<file path="src/hdl/pmpi_pkg.sv">
// Package with the register map, reset values and carrier types of the port M/P pin block.
package pmpi_pkg;

	// ==========================================================
	// Register indices (printed offsets are not all word aligned).
	localparam logic [5:0] IDX_M_DATA = 6'h10;
	localparam logic [5:0] IDX_M_PIN_INPUT = 6'h11;
	localparam logic [5:0] IDX_M_DIRECTION = 6'h12;
	localparam logic [5:0] IDX_M_DRIVE_SELECT = 6'h13;
	localparam logic [5:0] IDX_M_PULL_ENABLE = 6'h14;
	localparam logic [5:0] IDX_M_PULL_POLARITY = 6'h15;
	localparam logic [5:0] IDX_M_OPEN_DRAIN = 6'h16;
	localparam logic [5:0] IDX_MODULE_ROUTING = 6'h17;
	localparam logic [5:0] IDX_P_DATA = 6'h18;
	localparam logic [5:0] IDX_P_PIN_INPUT = 6'h19;
	localparam logic [5:0] IDX_P_DIRECTION = 6'h1a;
	localparam logic [5:0] IDX_P_DRIVE_SELECT = 6'h1b;
	localparam logic [5:0] IDX_P_PULL_ENABLE = 6'h1c;
	localparam logic [5:0] IDX_P_EDGE_POLARITY = 6'h1d;
	localparam logic [5:0] IDX_P_IRQ_ENABLE = 6'h1e;
	localparam logic [5:0] IDX_P_IRQ_FLAGS = 6'h1f;

	// ==========================================================
	// Reset values and field positions.
	localparam logic [7:0] RST_ZERO = 8'h00;
	localparam logic [31:0] RD_UNMAPPED = 32'h0000_0000;
	localparam int ROUTE_CAN_CTRL_SECOND_LSB = 0;
	localparam int ROUTE_CAN5_LSB = 2;
	localparam int ROUTE_SPI_UNIT_SECOND_BIT = 4;
	localparam logic [1:0] CAN_CTRL_SECOND_ON_M10 = 2'h0;
	localparam logic [1:0] CAN_CTRL_SECOND_ON_M32 = 2'h1;
	localparam logic [1:0] CAN_CTRL_SECOND_ON_M54 = 2'h2;
	localparam logic [1:0] CAN5_ON_M54 = 2'h1;
	localparam logic [1:0] CAN5_ON_M76 = 2'h2;
	localparam int SYNC_STAGES = 2;

	// ==========================================================
	// Carrier types.
	typedef struct packed {
		logic [7:0] out;
		logic [7:0] oe;
		logic [7:0] reduced;
		logic [7:0] pull_en;
		logic [7:0] pull_down;
	} pmpi_pad_type;

	typedef struct packed {
		logic can_first_en;
		logic can_first_tx;
		logic can_second_en;
		logic can_second_tx;
		logic can_fifth_en;
		logic can_fifth_tx;
		logic spi_first_en;
		logic spi_first_bidir;
		logic spi_first_sck;
		logic spi_first_mosi;
		logic spi_first_sck_oe;
		logic spi_first_mosi_oe;
		logic spi_first_ss;
		logic spi_first_miso;
		logic spi_first_ss_oe;
		logic spi_first_miso_oe;
	} pmpi_mperiph_type;

	typedef struct packed {
		logic [7:0] pwm_en;
		logic pwm7_shutdown;
		logic [7:0] pwm_out;
		logic [7:0] spi_en;
		logic [7:0] spi_out;
		logic [7:0] spi_oe;
	} pmpi_pperiph_type;

endpackage

</file>
<file path="src/hdl/pmpi_top.sv">
// Port M and port P pin integration: registers, pin muxing and port P edge flags.
// Functional notes
// - Data read gives output latch for output bits, synced pin for input bits.
// - Pin input register is read only and always shows pin levels.
// - After direction change, readback may lag up to two bus cycles; pad flop plus two sync stages give three here.
// - Port M 7:6 owned by fifth CAN when enabled and routed there.
// - Port M 5:4 priority: first CAN, fifth CAN, first SPI, GPIO.
// - Port M 3:2 priority: second CAN, first CAN, non-bidir first SPI, GPIO.
// - Port M 1:0 owned by first CAN when enabled and routed there.
// - Enabled CAN forces transmit out, receive in; stored direction unchanged.
// - Reduced drive bit selects third strength; ignored on inputs.
// - Port M pull acts on inputs or open-drain outputs only; reset off.
// - Port M pull-down on any pin but CAN receive; pull-up allowed on any pin.
// - Port M open drain never drives high, CAN pins too; inputs unaffected.
// - Routing bits 1:0 place first CAN on M0/1, M2/3, M4/5 or J.
// - Routing bits 3:2 place fifth CAN on J, M4/5, M6/7; 11 reserved.
// - Routing bit 4 moves first SPI from port S to M2,4,5,3.
// - Routing bits 5 and 6 move second and third SPI off port P.
// - On port P PWM beats SPI beats GPIO; channel 7 may be input.
// - PWM forces output, channel 7 shutdown input; SPI sets direction itself.
// - Port P pull acts only on inputs; all off after reset.
// - Port P polarity 1 rising edge and pull-down, 0 falling and pull-up.
// - Interrupt requested only when flag and its enable are both 1.
// - Selected edge sets flag; writing 1 clears, writing 0 no effect.
`timescale 1ns/1ps
module pmpi_top (
	input wire logic i_clk,
	input wire logic i_sys_rst,
	input wire logic [5:0] i_avs_address,
	input wire logic i_avs_read,
	input wire logic i_avs_write,
	input wire logic [31:0] i_avs_writedata,
	input wire logic [3:0] i_avs_byteenable,
	output logic [31:0] o_avs_readdata,
	output logic o_avs_waitrequest,
	input wire logic [7:0] i_pm_pin,
	input wire logic [7:0] i_pp_pin,
	input wire pmpi_pkg::pmpi_mperiph_type i_mperiph,
	input wire pmpi_pkg::pmpi_pperiph_type i_pperiph,
	output pmpi_pkg::pmpi_pad_type o_pm_pad,
	output pmpi_pkg::pmpi_pad_type o_pp_pad,
	output logic [7:0] o_pm_sync,
	output logic [7:0] o_pp_sync,
	output logic [6:0] o_route,
	output logic o_pp_irq
);

	// ==========================================================
	// Register storage.
	logic [7:0] m_data_q, m_dir_q, m_rdr_q, m_pe_q, m_ps_q, m_od_q, route_q;
	logic [7:0] p_data_q, p_dir_q, p_rdr_q, p_pe_q, p_ps_q, p_ie_q, p_if_q;
	logic [7:0] pm_s1_q, pm_s2_q, pp_s1_q, pp_s2_q, pp_prev_q;
	logic [31:0] rdata_q;
	logic ack_q, ack_d;
	logic [7:0] p_edge, p_clr, p_ie_nx;
	logic wr_hit, rd_hit;

	// A one-cycle wait state per access keeps readdata registered.
	assign wr_hit = i_avs_write && !ack_q && i_avs_byteenable[0];
	assign rd_hit = i_avs_read && !ack_q;
	// Every request is answered once, whether or not it hits a register.
	assign ack_d = (i_avs_read || i_avs_write) && !ack_q;

	// ==========================================================
	// Pin synchronisers: two flops before any logic looks at a pin.
	always_ff @(posedge i_clk) begin
		if (i_sys_rst) begin
			pm_s1_q <= pmpi_pkg::RST_ZERO;
			pm_s2_q <= pmpi_pkg::RST_ZERO;
			pp_s1_q <= pmpi_pkg::RST_ZERO;
			pp_s2_q <= pmpi_pkg::RST_ZERO;
			pp_prev_q <= pmpi_pkg::RST_ZERO;
		end else begin
			pm_s1_q <= i_pm_pin;
			pm_s2_q <= pm_s1_q;
			pp_s1_q <= i_pp_pin;
			pp_s2_q <= pp_s1_q;
			pp_prev_q <= pp_s2_q;
		end
	end

	// ==========================================================
	// Software-written registers.
	always_ff @(posedge i_clk) begin
		if (i_sys_rst) begin
			m_data_q <= pmpi_pkg::RST_ZERO;
			m_dir_q <= pmpi_pkg::RST_ZERO;
			m_rdr_q <= pmpi_pkg::RST_ZERO;
			m_pe_q <= pmpi_pkg::RST_ZERO;
			m_ps_q <= pmpi_pkg::RST_ZERO;
			m_od_q <= pmpi_pkg::RST_ZERO;
			route_q <= pmpi_pkg::RST_ZERO;
			p_data_q <= pmpi_pkg::RST_ZERO;
			p_dir_q <= pmpi_pkg::RST_ZERO;
			p_rdr_q <= pmpi_pkg::RST_ZERO;
			p_pe_q <= pmpi_pkg::RST_ZERO;
			p_ps_q <= pmpi_pkg::RST_ZERO;
			p_ie_q <= pmpi_pkg::RST_ZERO;
		end else if (wr_hit) begin
			// Pin input and flag registers are not stored here, so writes to
			// the pin input index simply fall through.
			case (i_avs_address)
				pmpi_pkg::IDX_M_DATA: m_data_q <= i_avs_writedata[7:0];
				pmpi_pkg::IDX_M_DIRECTION: m_dir_q <= i_avs_writedata[7:0];
				pmpi_pkg::IDX_M_DRIVE_SELECT: m_rdr_q <= i_avs_writedata[7:0];
				pmpi_pkg::IDX_M_PULL_ENABLE: m_pe_q <= i_avs_writedata[7:0];
				pmpi_pkg::IDX_M_PULL_POLARITY: m_ps_q <= i_avs_writedata[7:0];
				pmpi_pkg::IDX_M_OPEN_DRAIN: m_od_q <= i_avs_writedata[7:0];
				pmpi_pkg::IDX_MODULE_ROUTING: route_q <= {1'b0, i_avs_writedata[6:0]};
				pmpi_pkg::IDX_P_DATA: p_data_q <= i_avs_writedata[7:0];
				pmpi_pkg::IDX_P_DIRECTION: p_dir_q <= i_avs_writedata[7:0];
				pmpi_pkg::IDX_P_DRIVE_SELECT: p_rdr_q <= i_avs_writedata[7:0];
				pmpi_pkg::IDX_P_PULL_ENABLE: p_pe_q <= i_avs_writedata[7:0];
				pmpi_pkg::IDX_P_EDGE_POLARITY: p_ps_q <= i_avs_writedata[7:0];
				pmpi_pkg::IDX_P_IRQ_ENABLE: p_ie_q <= i_avs_writedata[7:0];
				default: begin
				end
			endcase
		end
	end

	// ==========================================================
	// Port P edge flags. A new edge beats a clearing write in the same cycle.
	always_comb begin
		p_clr = (wr_hit && i_avs_address == pmpi_pkg::IDX_P_IRQ_FLAGS) ?
			i_avs_writedata[7:0] : pmpi_pkg::RST_ZERO;
		p_ie_nx = (wr_hit && i_avs_address == pmpi_pkg::IDX_P_IRQ_ENABLE) ?
			i_avs_writedata[7:0] : p_ie_q;
		p_edge = (p_ps_q & pp_s2_q & ~pp_prev_q) |
			(~p_ps_q & ~pp_s2_q & pp_prev_q);
	end

	always_ff @(posedge i_clk) begin
		if (i_sys_rst) begin
			p_if_q <= pmpi_pkg::RST_ZERO;
		end else begin
			p_if_q <= (p_if_q & ~p_clr) | p_edge;
		end
	end

	always_ff @(posedge i_clk) begin
		if (i_sys_rst) begin
			o_pp_irq <= 1'b0;
		end else begin
			// Next flag and enable values, so a masking write drops the line at once.
			o_pp_irq <= |(((p_if_q & ~p_clr) | p_edge) & p_ie_nx);
		end
	end

	// ==========================================================
	// Port M ownership: per pin, output value, drive enable, CAN receive mark.
	logic [1:0] c1_rt, c5_rt;
	logic c1_m10, c1_m32, c1_m54, c5_m54, c5_m76, s1_m;
	logic [7:0] m_own, m_oval, m_oe_per, m_canrx, m_oe, m_val;

	assign c1_rt = route_q[pmpi_pkg::ROUTE_CAN_CTRL_SECOND_LSB +: 2];
	assign c5_rt = route_q[pmpi_pkg::ROUTE_CAN5_LSB +: 2];

	always_comb begin
		c1_m10 = i_mperiph.can_first_en && c1_rt == pmpi_pkg::CAN_CTRL_SECOND_ON_M10;
		c1_m32 = i_mperiph.can_first_en && c1_rt == pmpi_pkg::CAN_CTRL_SECOND_ON_M32;
		c1_m54 = i_mperiph.can_first_en && c1_rt == pmpi_pkg::CAN_CTRL_SECOND_ON_M54;
		c5_m54 = i_mperiph.can_fifth_en && c5_rt == pmpi_pkg::CAN5_ON_M54;
		c5_m76 = i_mperiph.can_fifth_en && c5_rt == pmpi_pkg::CAN5_ON_M76;
		s1_m = i_mperiph.spi_first_en && route_q[pmpi_pkg::ROUTE_SPI_UNIT_SECOND_BIT];
		m_own = pmpi_pkg::RST_ZERO;
		m_oval = pmpi_pkg::RST_ZERO;
		m_oe_per = pmpi_pkg::RST_ZERO;
		m_canrx = pmpi_pkg::RST_ZERO;
		// Bits 7:6, fifth CAN only.
		if (c5_m76) begin
			m_own[7:6] = 2'h3;
			m_oval[7] = i_mperiph.can_fifth_tx;
			m_oe_per[7:6] = 2'h2;
			m_canrx[6] = 1'b1;
		end
		// Bits 5:4.
		if (c1_m54) begin
			m_own[5:4] = 2'h3;
			m_oval[5] = i_mperiph.can_first_tx;
			m_oe_per[5:4] = 2'h2;
			m_canrx[4] = 1'b1;
		end else if (c5_m54) begin
			m_own[5:4] = 2'h3;
			m_oval[5] = i_mperiph.can_fifth_tx;
			m_oe_per[5:4] = 2'h2;
			m_canrx[4] = 1'b1;
		end else if (s1_m) begin
			m_own[5:4] = 2'h3;
			m_oval[5:4] = {i_mperiph.spi_first_sck, i_mperiph.spi_first_mosi};
			m_oe_per[5:4] = {i_mperiph.spi_first_sck_oe, i_mperiph.spi_first_mosi_oe};
		end
		// Bits 3:2. Second CAN has no routing field and sits here when enabled.
		if (i_mperiph.can_second_en) begin
			m_own[3:2] = 2'h3;
			m_oval[3] = i_mperiph.can_second_tx;
			m_oe_per[3:2] = 2'h2;
			m_canrx[2] = 1'b1;
		end else if (c1_m32) begin
			m_own[3:2] = 2'h3;
			m_oval[3] = i_mperiph.can_first_tx;
			m_oe_per[3:2] = 2'h2;
			m_canrx[2] = 1'b1;
		end else if (s1_m && !i_mperiph.spi_first_bidir) begin
			m_own[3:2] = 2'h3;
			m_oval[3:2] = {i_mperiph.spi_first_ss, i_mperiph.spi_first_miso};
			m_oe_per[3:2] = {i_mperiph.spi_first_ss_oe, i_mperiph.spi_first_miso_oe};
		end
		// Bits 1:0, first CAN only.
		if (c1_m10) begin
			m_own[1:0] = 2'h3;
			m_oval[1] = i_mperiph.can_first_tx;
			m_oe_per[1:0] = 2'h2;
			m_canrx[0] = 1'b1;
		end
		// Stored direction untouched; peripherals only override the pad.
		m_oe = (m_own & m_oe_per) | (~m_own & m_dir_q);
		m_val = (m_own & m_oval) | (~m_own & m_data_q);
	end

	// ==========================================================
	// Port P ownership: PWM over SPI over GPIO.
	logic [7:0] p_pwm, p_spi, p_oe, p_val, p_pwm_oe;

	always_comb begin
		p_pwm = i_pperiph.pwm_en;
		p_pwm_oe = 8'hff;
		p_pwm_oe[7] = !i_pperiph.pwm7_shutdown;
		// Second/third SPI leave port P when rerouted to port H.
		p_spi = ~p_pwm & i_pperiph.spi_en &
			{{4{!route_q[6]}}, {4{!route_q[5]}}};
		p_oe = (p_pwm & p_pwm_oe) | (p_spi & i_pperiph.spi_oe) |
			(~p_pwm & ~p_spi & p_dir_q);
		p_val = (p_pwm & i_pperiph.pwm_out) | (p_spi & i_pperiph.spi_out) |
			(~p_pwm & ~p_spi & p_data_q);
	end

	// ==========================================================
	// Pad control flops: every pad output is registered.
	always_ff @(posedge i_clk) begin
		if (i_sys_rst) begin
			o_pm_pad <= '0;
			o_pp_pad <= '0;
			o_route <= 7'h00;
		end else begin
			// Open drain drives only lows, so a high turns the driver off.
			o_pm_pad.oe <= m_oe & ~(m_od_q & m_val);
			o_pm_pad.out <= m_val & ~m_od_q;
			o_pm_pad.reduced <= m_rdr_q & m_oe;
			o_pm_pad.pull_en <= m_pe_q & (~m_oe | m_od_q) &
				~(m_ps_q & m_canrx);
			o_pm_pad.pull_down <= m_ps_q & ~m_canrx;
			o_pp_pad.oe <= p_oe;
			o_pp_pad.out <= p_val;
			o_pp_pad.reduced <= p_rdr_q & p_oe;
			o_pp_pad.pull_en <= p_pe_q & ~p_oe;
			o_pp_pad.pull_down <= p_ps_q;
			o_route <= route_q[6:0];
		end
	end

	// Synced pin levels feed the peripherals' receive inputs.
	always_ff @(posedge i_clk) begin
		if (i_sys_rst) begin
			o_pm_sync <= pmpi_pkg::RST_ZERO;
			o_pp_sync <= pmpi_pkg::RST_ZERO;
		end else begin
			o_pm_sync <= pm_s2_q;
			o_pp_sync <= pp_s2_q;
		end
	end

	// ==========================================================
	// Avalon read path and wait state.
	logic [7:0] rd_byte;
	logic rd_map;

	always_comb begin
		rd_map = 1'b1;
		case (i_avs_address)
			pmpi_pkg::IDX_M_DATA: rd_byte = (m_dir_q & m_data_q) | (~m_dir_q & pm_s2_q);
			pmpi_pkg::IDX_M_PIN_INPUT: rd_byte = pm_s2_q;
			pmpi_pkg::IDX_M_DIRECTION: rd_byte = m_dir_q;
			pmpi_pkg::IDX_M_DRIVE_SELECT: rd_byte = m_rdr_q;
			pmpi_pkg::IDX_M_PULL_ENABLE: rd_byte = m_pe_q;
			pmpi_pkg::IDX_M_PULL_POLARITY: rd_byte = m_ps_q;
			pmpi_pkg::IDX_M_OPEN_DRAIN: rd_byte = m_od_q;
			pmpi_pkg::IDX_MODULE_ROUTING: rd_byte = route_q;
			pmpi_pkg::IDX_P_DATA: rd_byte = (p_dir_q & p_data_q) | (~p_dir_q & pp_s2_q);
			pmpi_pkg::IDX_P_PIN_INPUT: rd_byte = pp_s2_q;
			pmpi_pkg::IDX_P_DIRECTION: rd_byte = p_dir_q;
			pmpi_pkg::IDX_P_DRIVE_SELECT: rd_byte = p_rdr_q;
			pmpi_pkg::IDX_P_PULL_ENABLE: rd_byte = p_pe_q;
			pmpi_pkg::IDX_P_EDGE_POLARITY: rd_byte = p_ps_q;
			pmpi_pkg::IDX_P_IRQ_ENABLE: rd_byte = p_ie_q;
			pmpi_pkg::IDX_P_IRQ_FLAGS: rd_byte = p_if_q;
			default: begin
				rd_byte = pmpi_pkg::RST_ZERO;
				rd_map = 1'b0;
			end
		endcase
	end

	always_ff @(posedge i_clk) begin
		if (i_sys_rst) begin
			ack_q <= 1'b0;
			o_avs_waitrequest <= 1'b1;
			rdata_q <= pmpi_pkg::RD_UNMAPPED;
		end else begin
			// Waitrequest has its own flop so the bus never sees a gate output.
			ack_q <= ack_d;
			o_avs_waitrequest <= !ack_d;
			if (rd_hit) begin
				rdata_q <= rd_map ? {24'h00_0000, rd_byte} : pmpi_pkg::RD_UNMAPPED;
			end
		end
	end

	assign o_avs_readdata = rdata_q;
endmodule

</file>
<file path="config.mk">
export PLATFORM = sky130hd
export DESIGN_NAME = pmpi_top
export DESIGN_NICKNAME = d
export VERILOG_FILES = /design/src/hdl/pmpi_pkg.sv /design/src/hdl/pmpi_top.sv
export SDC_FILE = /design/constraint.sdc
export NUM_CORES = 1
export LEC_CHECK = 0
export BUFFER_PORTS_ARGS = -buffer_cell sky130_fd_sc_hd__buf_2
export CELL_PAD_IN_SITES_DETAIL_PLACEMENT = 0
export CELL_PAD_IN_SITES_GLOBAL_PLACEMENT = 1
export CORE_MARGIN = 5
export CORE_UTILIZATION = 36
export DETAILED_ROUTE_END_ITERATION = 12
export HOLD_SLACK_MARGIN = 0.03
export PLACE_DENSITY_LB_ADDON = 0.05
export SYNTH_ARGS = -nofsm -noshare
export SYNTH_HDL_FRONTEND = slang
export SYNTH_SLANG_ARGS = --single-unit
</file>
<file path="constraint.sdc">
create_clock -name i_clk -period 2.2 [get_ports i_clk]
set_clock_uncertainty 0.2 [all_clocks]
set_input_delay 0.11 -clock i_clk [delete_from_list [all_inputs] [get_ports i_clk]]
set_output_delay 0.11 -clock i_clk [all_outputs]
set_load 0.02 [all_outputs]
</file>
==> impl_results.md, run 1 <==
- Final Max Tran Viols: 0
- Clock Latency Late Sink: 0.55 ns
- Seq/Total Area, Yosys: 0.511
- CTS root buffer: clkbuf_16
- Worst path max stage delay: 0.41 ns
- Maximum clock rate: 462 MHz
- Post-synth EDFFs: 0
- CP required: 2.43 ns
- Place WS: -0.0178 ns
- Kind of end point of the critical path: flop
- Final nets: 1569
- Largest family of logic cells by synthesized area: simple AND/OR/NAND/NOR gates
- Vias post-DR: 9222
- Die H: 177 um
- Top-count cell post-synth: dfxtp_1
- Worst IR drop on VDD: 0.568 mV
- CTS Buffer Depth: 3
- Post-CTS setup buffers: 0
- Status: complete, no violations
- MaxCap Viol Count: 0
- Tcrit/Tclk final: 0.984
- CORE AREA: 27700 um2
- Antenna viol nets, final: 0
- Worst-Margin Slew: 0.660 ns
- Flops & latches, synth: 257
- Worst setup margin: 0.0353 ns
- Final hold violation count: 0
- Slowest CP cell: o41a_1
- HP Class: input port to flop
- Initial antenna violation count: 1
- Number of buffers created by CTS: 29
- Netlist Area Pre-Place: 10100 um2
- Vias/cell: 4.98
- Port buffer count: 204
- CTS tree: done
- Max transition margin: 0.554
- Post-synthesis mux area share: 0.0819
- Area contributors post-synth: dfxtp_1 51%, mux2i_1 7.0%, nor2b_1 5.4%, nor2_1 4.5%, nand2_1 4.0%
- Pwr/cell area: 752 nW/um2
- Die area: 31400 um2
- Post-synthesis xor/xnor area fraction: 0
- Synth Area in Compound Gates: 0.114
- Top cell type by total area after synthesis: dfxtp_1
- Io pins: 256
- DR WL/cell: 21.1 um
- Area fraction in and, or, nand and nor cells after synthesis: 0.248
- Library cells used by synthesis: 59
- DRT Pass-1 Iters: 5
- Async set or reset register ratio after synthesis: 0
- DP HPWL: 28900 um
- Clk sinks: 257
- RePlAce Congestion: 0.887
- Drt total wl: 39100 um
- Mean Syn Cell Area: 9.29 um2
- Largest regs: o_pm_pad (40), o_pp_pad (40)
- Die Wd: 177 um
- Min cycle time layout: 2.16 ns
- Drt drc: 0
- Total global-route track usage: 0.240
- Yosys warning total: 0
- Synth top cells by count: 257 x dfxtp_1, 121 x nor2_1, 106 x nand2_1, 87 x nor2b_1, 77 x a21oi_1
- Site Rows: 61
- Adder-cell share of the synthesized area: 0
- PnR Total Power: 10.5 mW
- RSZ-0062 raised after global routing: yes
- First-pass GRT wire length: 57200 um
- Top cell type's share of synthesized area: 0.511
- Crit Path Max Fanout: 8
- Grt total ovfl: 0
- Vias in the first global route: 9245
- Lkg Pwr: 5.94 nW
- Starting Density: 0.363
- Worst-path clk slew: 0.06 ns
- CP Launch Type: flop
- Fin Setup TNS: 0 ns
- H-tree lvl count: 1
- CP Data Arrival Time: 2.39 ns
- Drt initial violations: 626
- Fraction of layout cells with a size suffix above 1: 0.270
- Gate Count Post-Synth: 1083
- Area grow syn2layout: 38.9%
- Crit Path Class: flop to flop
- Pin count of the biggest net entering global routing: 99
- Final setup violation count: 0
- Crit path cell chain: nand3b_4, nor3_4, buf_12, nand2_1, a221oi_2, o22ai_1, o41a_1
- Top_reg_cell synth: dfxtp_1
==> metrics by stage <==
step	std cells	hold slack, ns	area (um2)	utilization
floorplan	1106	0.0382	10200	-
global placement	1704	0.118	12000	0.434
detailed placement	1704	0.126	12000	0.434
CTS	1851	0.0585	13900	0.503
global route	1851	0.105	14000	0.505
finish	1852	0.0705	14000	0.505
==> cells in the final DEF, fill, tap and decap left out, types with 12 or more instances in the layout <==
cell	n
nor2b_1	86
a21oi_1	77
nor3_1	20
dfxtp_1	255
and2_1	12
clkbuf_16	29
buf_4	99
buf_2	202
nor2_1	120
nand3_1	69
mux2i_1	69
and3_1	16
a22oi_1	18
conb_1	24
dlygate4sd3_1	93
nand2_1	105
==> routing by layer <==
layer | track usage | part of all wire | vias up
met5 | 0 | 0 | -
met4 | 0.0658 | 0.027 | 0
met3 | 0.0333 | 0.064 | 48
met2 | 0.382 | 0.44 | 325
met1 | 0.344 | 0.47 | 4390
li1 | - | - | 4459
==> logic make-up after synthesis <==
| family | after synthesis |
|---|---|
| and+or+nand+nor | 486 |
| other | 1 |
| buffers and inverters | 89 |
| muxes | 80 |
| DFF | 257 |
| AOI/OAI and AO/OA | 170 |
==> worst paths after layout <==
kind	startpoint	to	slack (ns)	depth (start not counted)
worst max-delay path	ack_q	o_pp_irq	0.04	7
worst min-delay path	i_avs_address[0]	p_if_q[4]	0.07	7
worst max register to register	ack_q	o_pp_irq	0.04	7
worst min register to register	pp_s1_q[3]	pp_s2_q[3]	0.23	1
==> critical path: cells and delay by family, from the launching register on <==
kind | cells | cell delay [ns]
AO/OA/AOI/OAI | 3 | 0.86
flip-flops | 1 | 0.31
AND/OR/NAND/NOR | 3 | 0.53
buffers and inverters | 1 | 0.15
==> where the power goes <==
part	internal, mW	switching, mW
Sequential	4.72	0.0408
Combinational	0.343	0.465
Clock	2.98	1.96
Total	8.05	2.46
==> timing repair <==
action,CTS,global route
hold endpoints to repair,202,0
hold buffers,93,0
resized for setup,1,10
pin swaps,2,1
setup endpoints to repair,1,18
==> cell type report <==
class / count / area, um2
Multi-Input combinational cell: 760 / 4600
Timing Repair Buffer: 399 / 2760
Antenna cell: 1 / 2.50
Clock buffer: 36 / 782
Clock inverter: 18 / 199
Sequential cell: 257 / 5150
Fill cell: 2713 / 13700
Tap cell: 378 / 473
Inverter: 3 / 11.3
Power figures use the tool's default switching activity.
==> run 2: changes to the inputs <==
CORE_UTILIZATION = 40   (was 36)
clock period = 2.05 ns   (was 2.2 ns; I/O delays follow)
==> impl_results.md, run 2 (synthesized netlist as in run 1, its figures left out) <==
- Status: finished, violations left
- Violated checks: setup timing
- Clock Latency Late Sink: 0.54 ns (about the same)
- MaxCap Viol Count: 0 (unchanged)
- Die H: 169 um (-4.8%)
- Sequential power share: 0.477 (+0.024)
- Multi-input gate area: 4660 um2 (+1.2%)
- Drt initial violations: 738 (+18%)
- DRT Pass-1 Iters: 5 (unchanged)
- Fraction of layout cells with a size suffix above 1: 0.274 (+0.00438)
- Final nets: 1577 (+0.51%)
- Hold Path End: o_pp_pad[29]
- Post-DP Area: 12100 um2 (+0.69%)
- Port buffer count: 204 (unchanged)
- Fillers: 2342 (-14%)
- RePlAce Congestion: 1.01 (+14%)
- Slowest CP cell: o41a_1
- Place WS: -0.174 ns (-0.156 ns)
- Worst-path clk slew: 0.06 ns (about the same)
- Grt total ovfl: 0 (unchanged)
- Final hold violation count: 0 (unchanged)
- Hold Crit Depth: 5 (-2)
- Crit Path Class: flop to flop
- Io pins: 256 (unchanged)
- Kind of end point of the critical path: flop
- Worst IR drop on VDD: 0.509 mV (-10%)
- HP Class: input port to flop
- Drt total wl: 38000 um (-2.8%)
- Reg2Reg Depth: 7 (unchanged)
- Worst-Margin Slew: 0.586 ns (-0.0738 ns)
- Die area: 28400 um2 (-9.4%)
- Lkg Pwr: 5.98 nW (+0.73%)
- Pin count of the biggest net entering global routing: 78 (-21%)
- Register area: 5150 um2 (about the same)
- CTS root buffer: clkbuf_16
- Antenna viol nets, final: 0 (unchanged)
- RSZ-0062 raised after global routing: yes
- CP Launch Type: flop
- Total global-route track usage: 0.261 (+0.0204)
- Initial antenna violation count: 2 (+1)
- Vias/cell: 5.18 (+3.9%)
- Drt drc: 0 (unchanged)
- Flop2flop setup slack: -0.1 ns (-0.13 ns)
- Vias in the first global route: 9225 (-0.22%)
- Site Rows: 58 (-4.9%)
- Pwr/cell area: 768 nW/um2 (+2.1%)
- Hold path startpoint: i_pperiph[21]
- Final Max Tran Viols: 0 (unchanged)
- Sw frac: 0.232 (-0.00244)
- Clock share of power: 0.440 (-0.030)
- Most frequent cells in the layout: 254 x dfxtp_1, 203 x buf_2, 121 x nor2_1
- DP HPWL: 28400 um (-2.0%)
- Die Wd: 169 um (-4.8%)
- Starting Density: 0.403 (+0.0399)
- Worst setup margin: -0.0979 ns (-0.133 ns)
- Area grow syn2layout: 38.9% (about the same)
- Most common cell after layout, fill and taps aside: dfxtp_1
- Number of buffers created by CTS: 28 (-3.4%)
- CP required: 2.26 ns (-0.17 ns)
- Largest regs: o_pm_pad (40), o_pp_pad (40)
- CORE AREA: 25000 um2 (-9.9%)
- Crit path cell chain: nand3b_4, buf_4, nor3_4, buf_12, mux2i_1, o22ai_1, o41a_1
- Maximum clock rate: 466 MHz (+0.78%)
- Final setup violation count: 1 (+1)
- CTS tree: done
- Diode count: 0 (-1)
- Max transition margin: 0.608 (+0.0534)
- Vias post-DR: 9342 (+1.3%)
- CP Data Arrival Time: 2.36 ns (-0.03 ns)
- CTS Buffer Depth: 3 (unchanged)
- Fin area: 14000 um2 (about the same)
- Crit Path Max Fanout: 8 (unchanged)
- Worst path max stage delay: 0.43 ns (+0.02 ns)
- First-pass GRT wire length: 56900 um (-0.60%)
- Min cycle time layout: 2.15 ns (-0.0168 ns)
- Clk sinks: 257 (unchanged)
- Tcrit/Tclk final: 1.05 (+0.0638)
- Sw power: 2.49 mW (+1.1%)
- Reg2reg end: o_pp_irq
- R2r startpoint: ack_q
- Int Pwr: 8.25 mW (+2.5%)
- Gate power share: 0.083 (+0.006)
- H-tree lvl count: 1 (unchanged)
- DR WL/cell: 21.0 um (-0.29%)
-- run 2: cell types whose count changed in the layout (fill, tap and decap cells not counted), moves of 2 or more --
cell           before  now
clkinv_2           11    3
buf_12              3    9
buf_4              99  105
clkbuf_1            4    9
bufinv_16           4    0
clkbuf_8            3    6
dlygate4sd3_1      93   90
nand2_1           105  102
nor2b_1            86   83
a221oi_4            0    2
clkinvlp_4          2    0
nand2_2             1    3
nor2b_2             1    3
-- run 2: power by group through the flow --
stage,clock (mW),sequential [mW],combinational (mW)
floorplan,0,5.25,0.370
global placement,0,5.23,0.731
detailed placement,0,5.23,0.729
CTS,4.82,5.12,0.877
global route,5.06,5.12,0.956
finish,4.72,5.12,0.894
-- run 2: layout make-up --
type / instances / area share
Timing Repair Buffer: 408 / 0.207
Clock inverter: 3 / 0.00107
Sequential cell: 257 / 0.368
Clock buffer: 44 / 0.0602
Inverter: 3 / 0.000805
Multi-Input combinational cell: 760 / 0.333
Tap cell: 330 / 0.0295
-- run 2: repair_timing --
| item | 4_1_cts | 5_1_grt |
|---|---|---|
| endpoints found under the hold margin | 220 | 0 |
| gates resized for setup | 12 | 10 |
| buffers inserted | 2 | 1 |
| pin swaps | 12 | 6 |
| hold buffers | 91 | 0 |
| endpoints found under the setup margin | 2 | 11 |
-- run 2: stage by stage --
stage                     instances  setup TNS [ns]  utilization  hold WS [ns]  total power, mW
after CTS                      1805         -0.0802        0.559        0.0359             10.8
after global routing           1805          -0.205        0.560        0.0633             11.1
after global placement         1665          -0.415        0.485         0.112             5.96
after detailed placement       1665          -0.470        0.485         0.116             5.95
after floorplan                1106               0            -        0.0307             5.62
final                          1805         -0.0979        0.560        0.0154             10.7
-- run 2: metal layers --
layer  vias to the layer above  GRT usage  share of wire
met1                      4437      0.365           0.45
met2                       364      0.422           0.45
met5                         -          0        0.00034
li1                       4481          -              -
met3                        58     0.0397          0.070
met4                         2     0.0702          0.026
-- run 2: how the worst max path moves through the flow --
stage	from	end	slack [ns]	cells past startpoint
after floorplan	ack_q	o_pp_irq	0.01	6
after global placement	i_avs_address[1]	o_avs_readdata[5]	-0.18	9
after detailed placement	i_avs_address[1]	o_avs_readdata[5]	-0.17	9
after CTS	ack_q	o_pp_irq	-0.06	7
after global routing	ack_q	o_pp_irq	-0.21	7
final	ack_q	o_pp_irq	-0.1	7
-- run 2: critical path: cells and delay by family, from the launching register on --
kind | cells | cell delay (ns)
AOI/OAI and AO/OA | 2 | 0.56
and+or+nand+nor | 2 | 0.34
buffers and inverters | 2 | 0.33
DFF | 1 | 0.32
muxes | 1 | 0.26
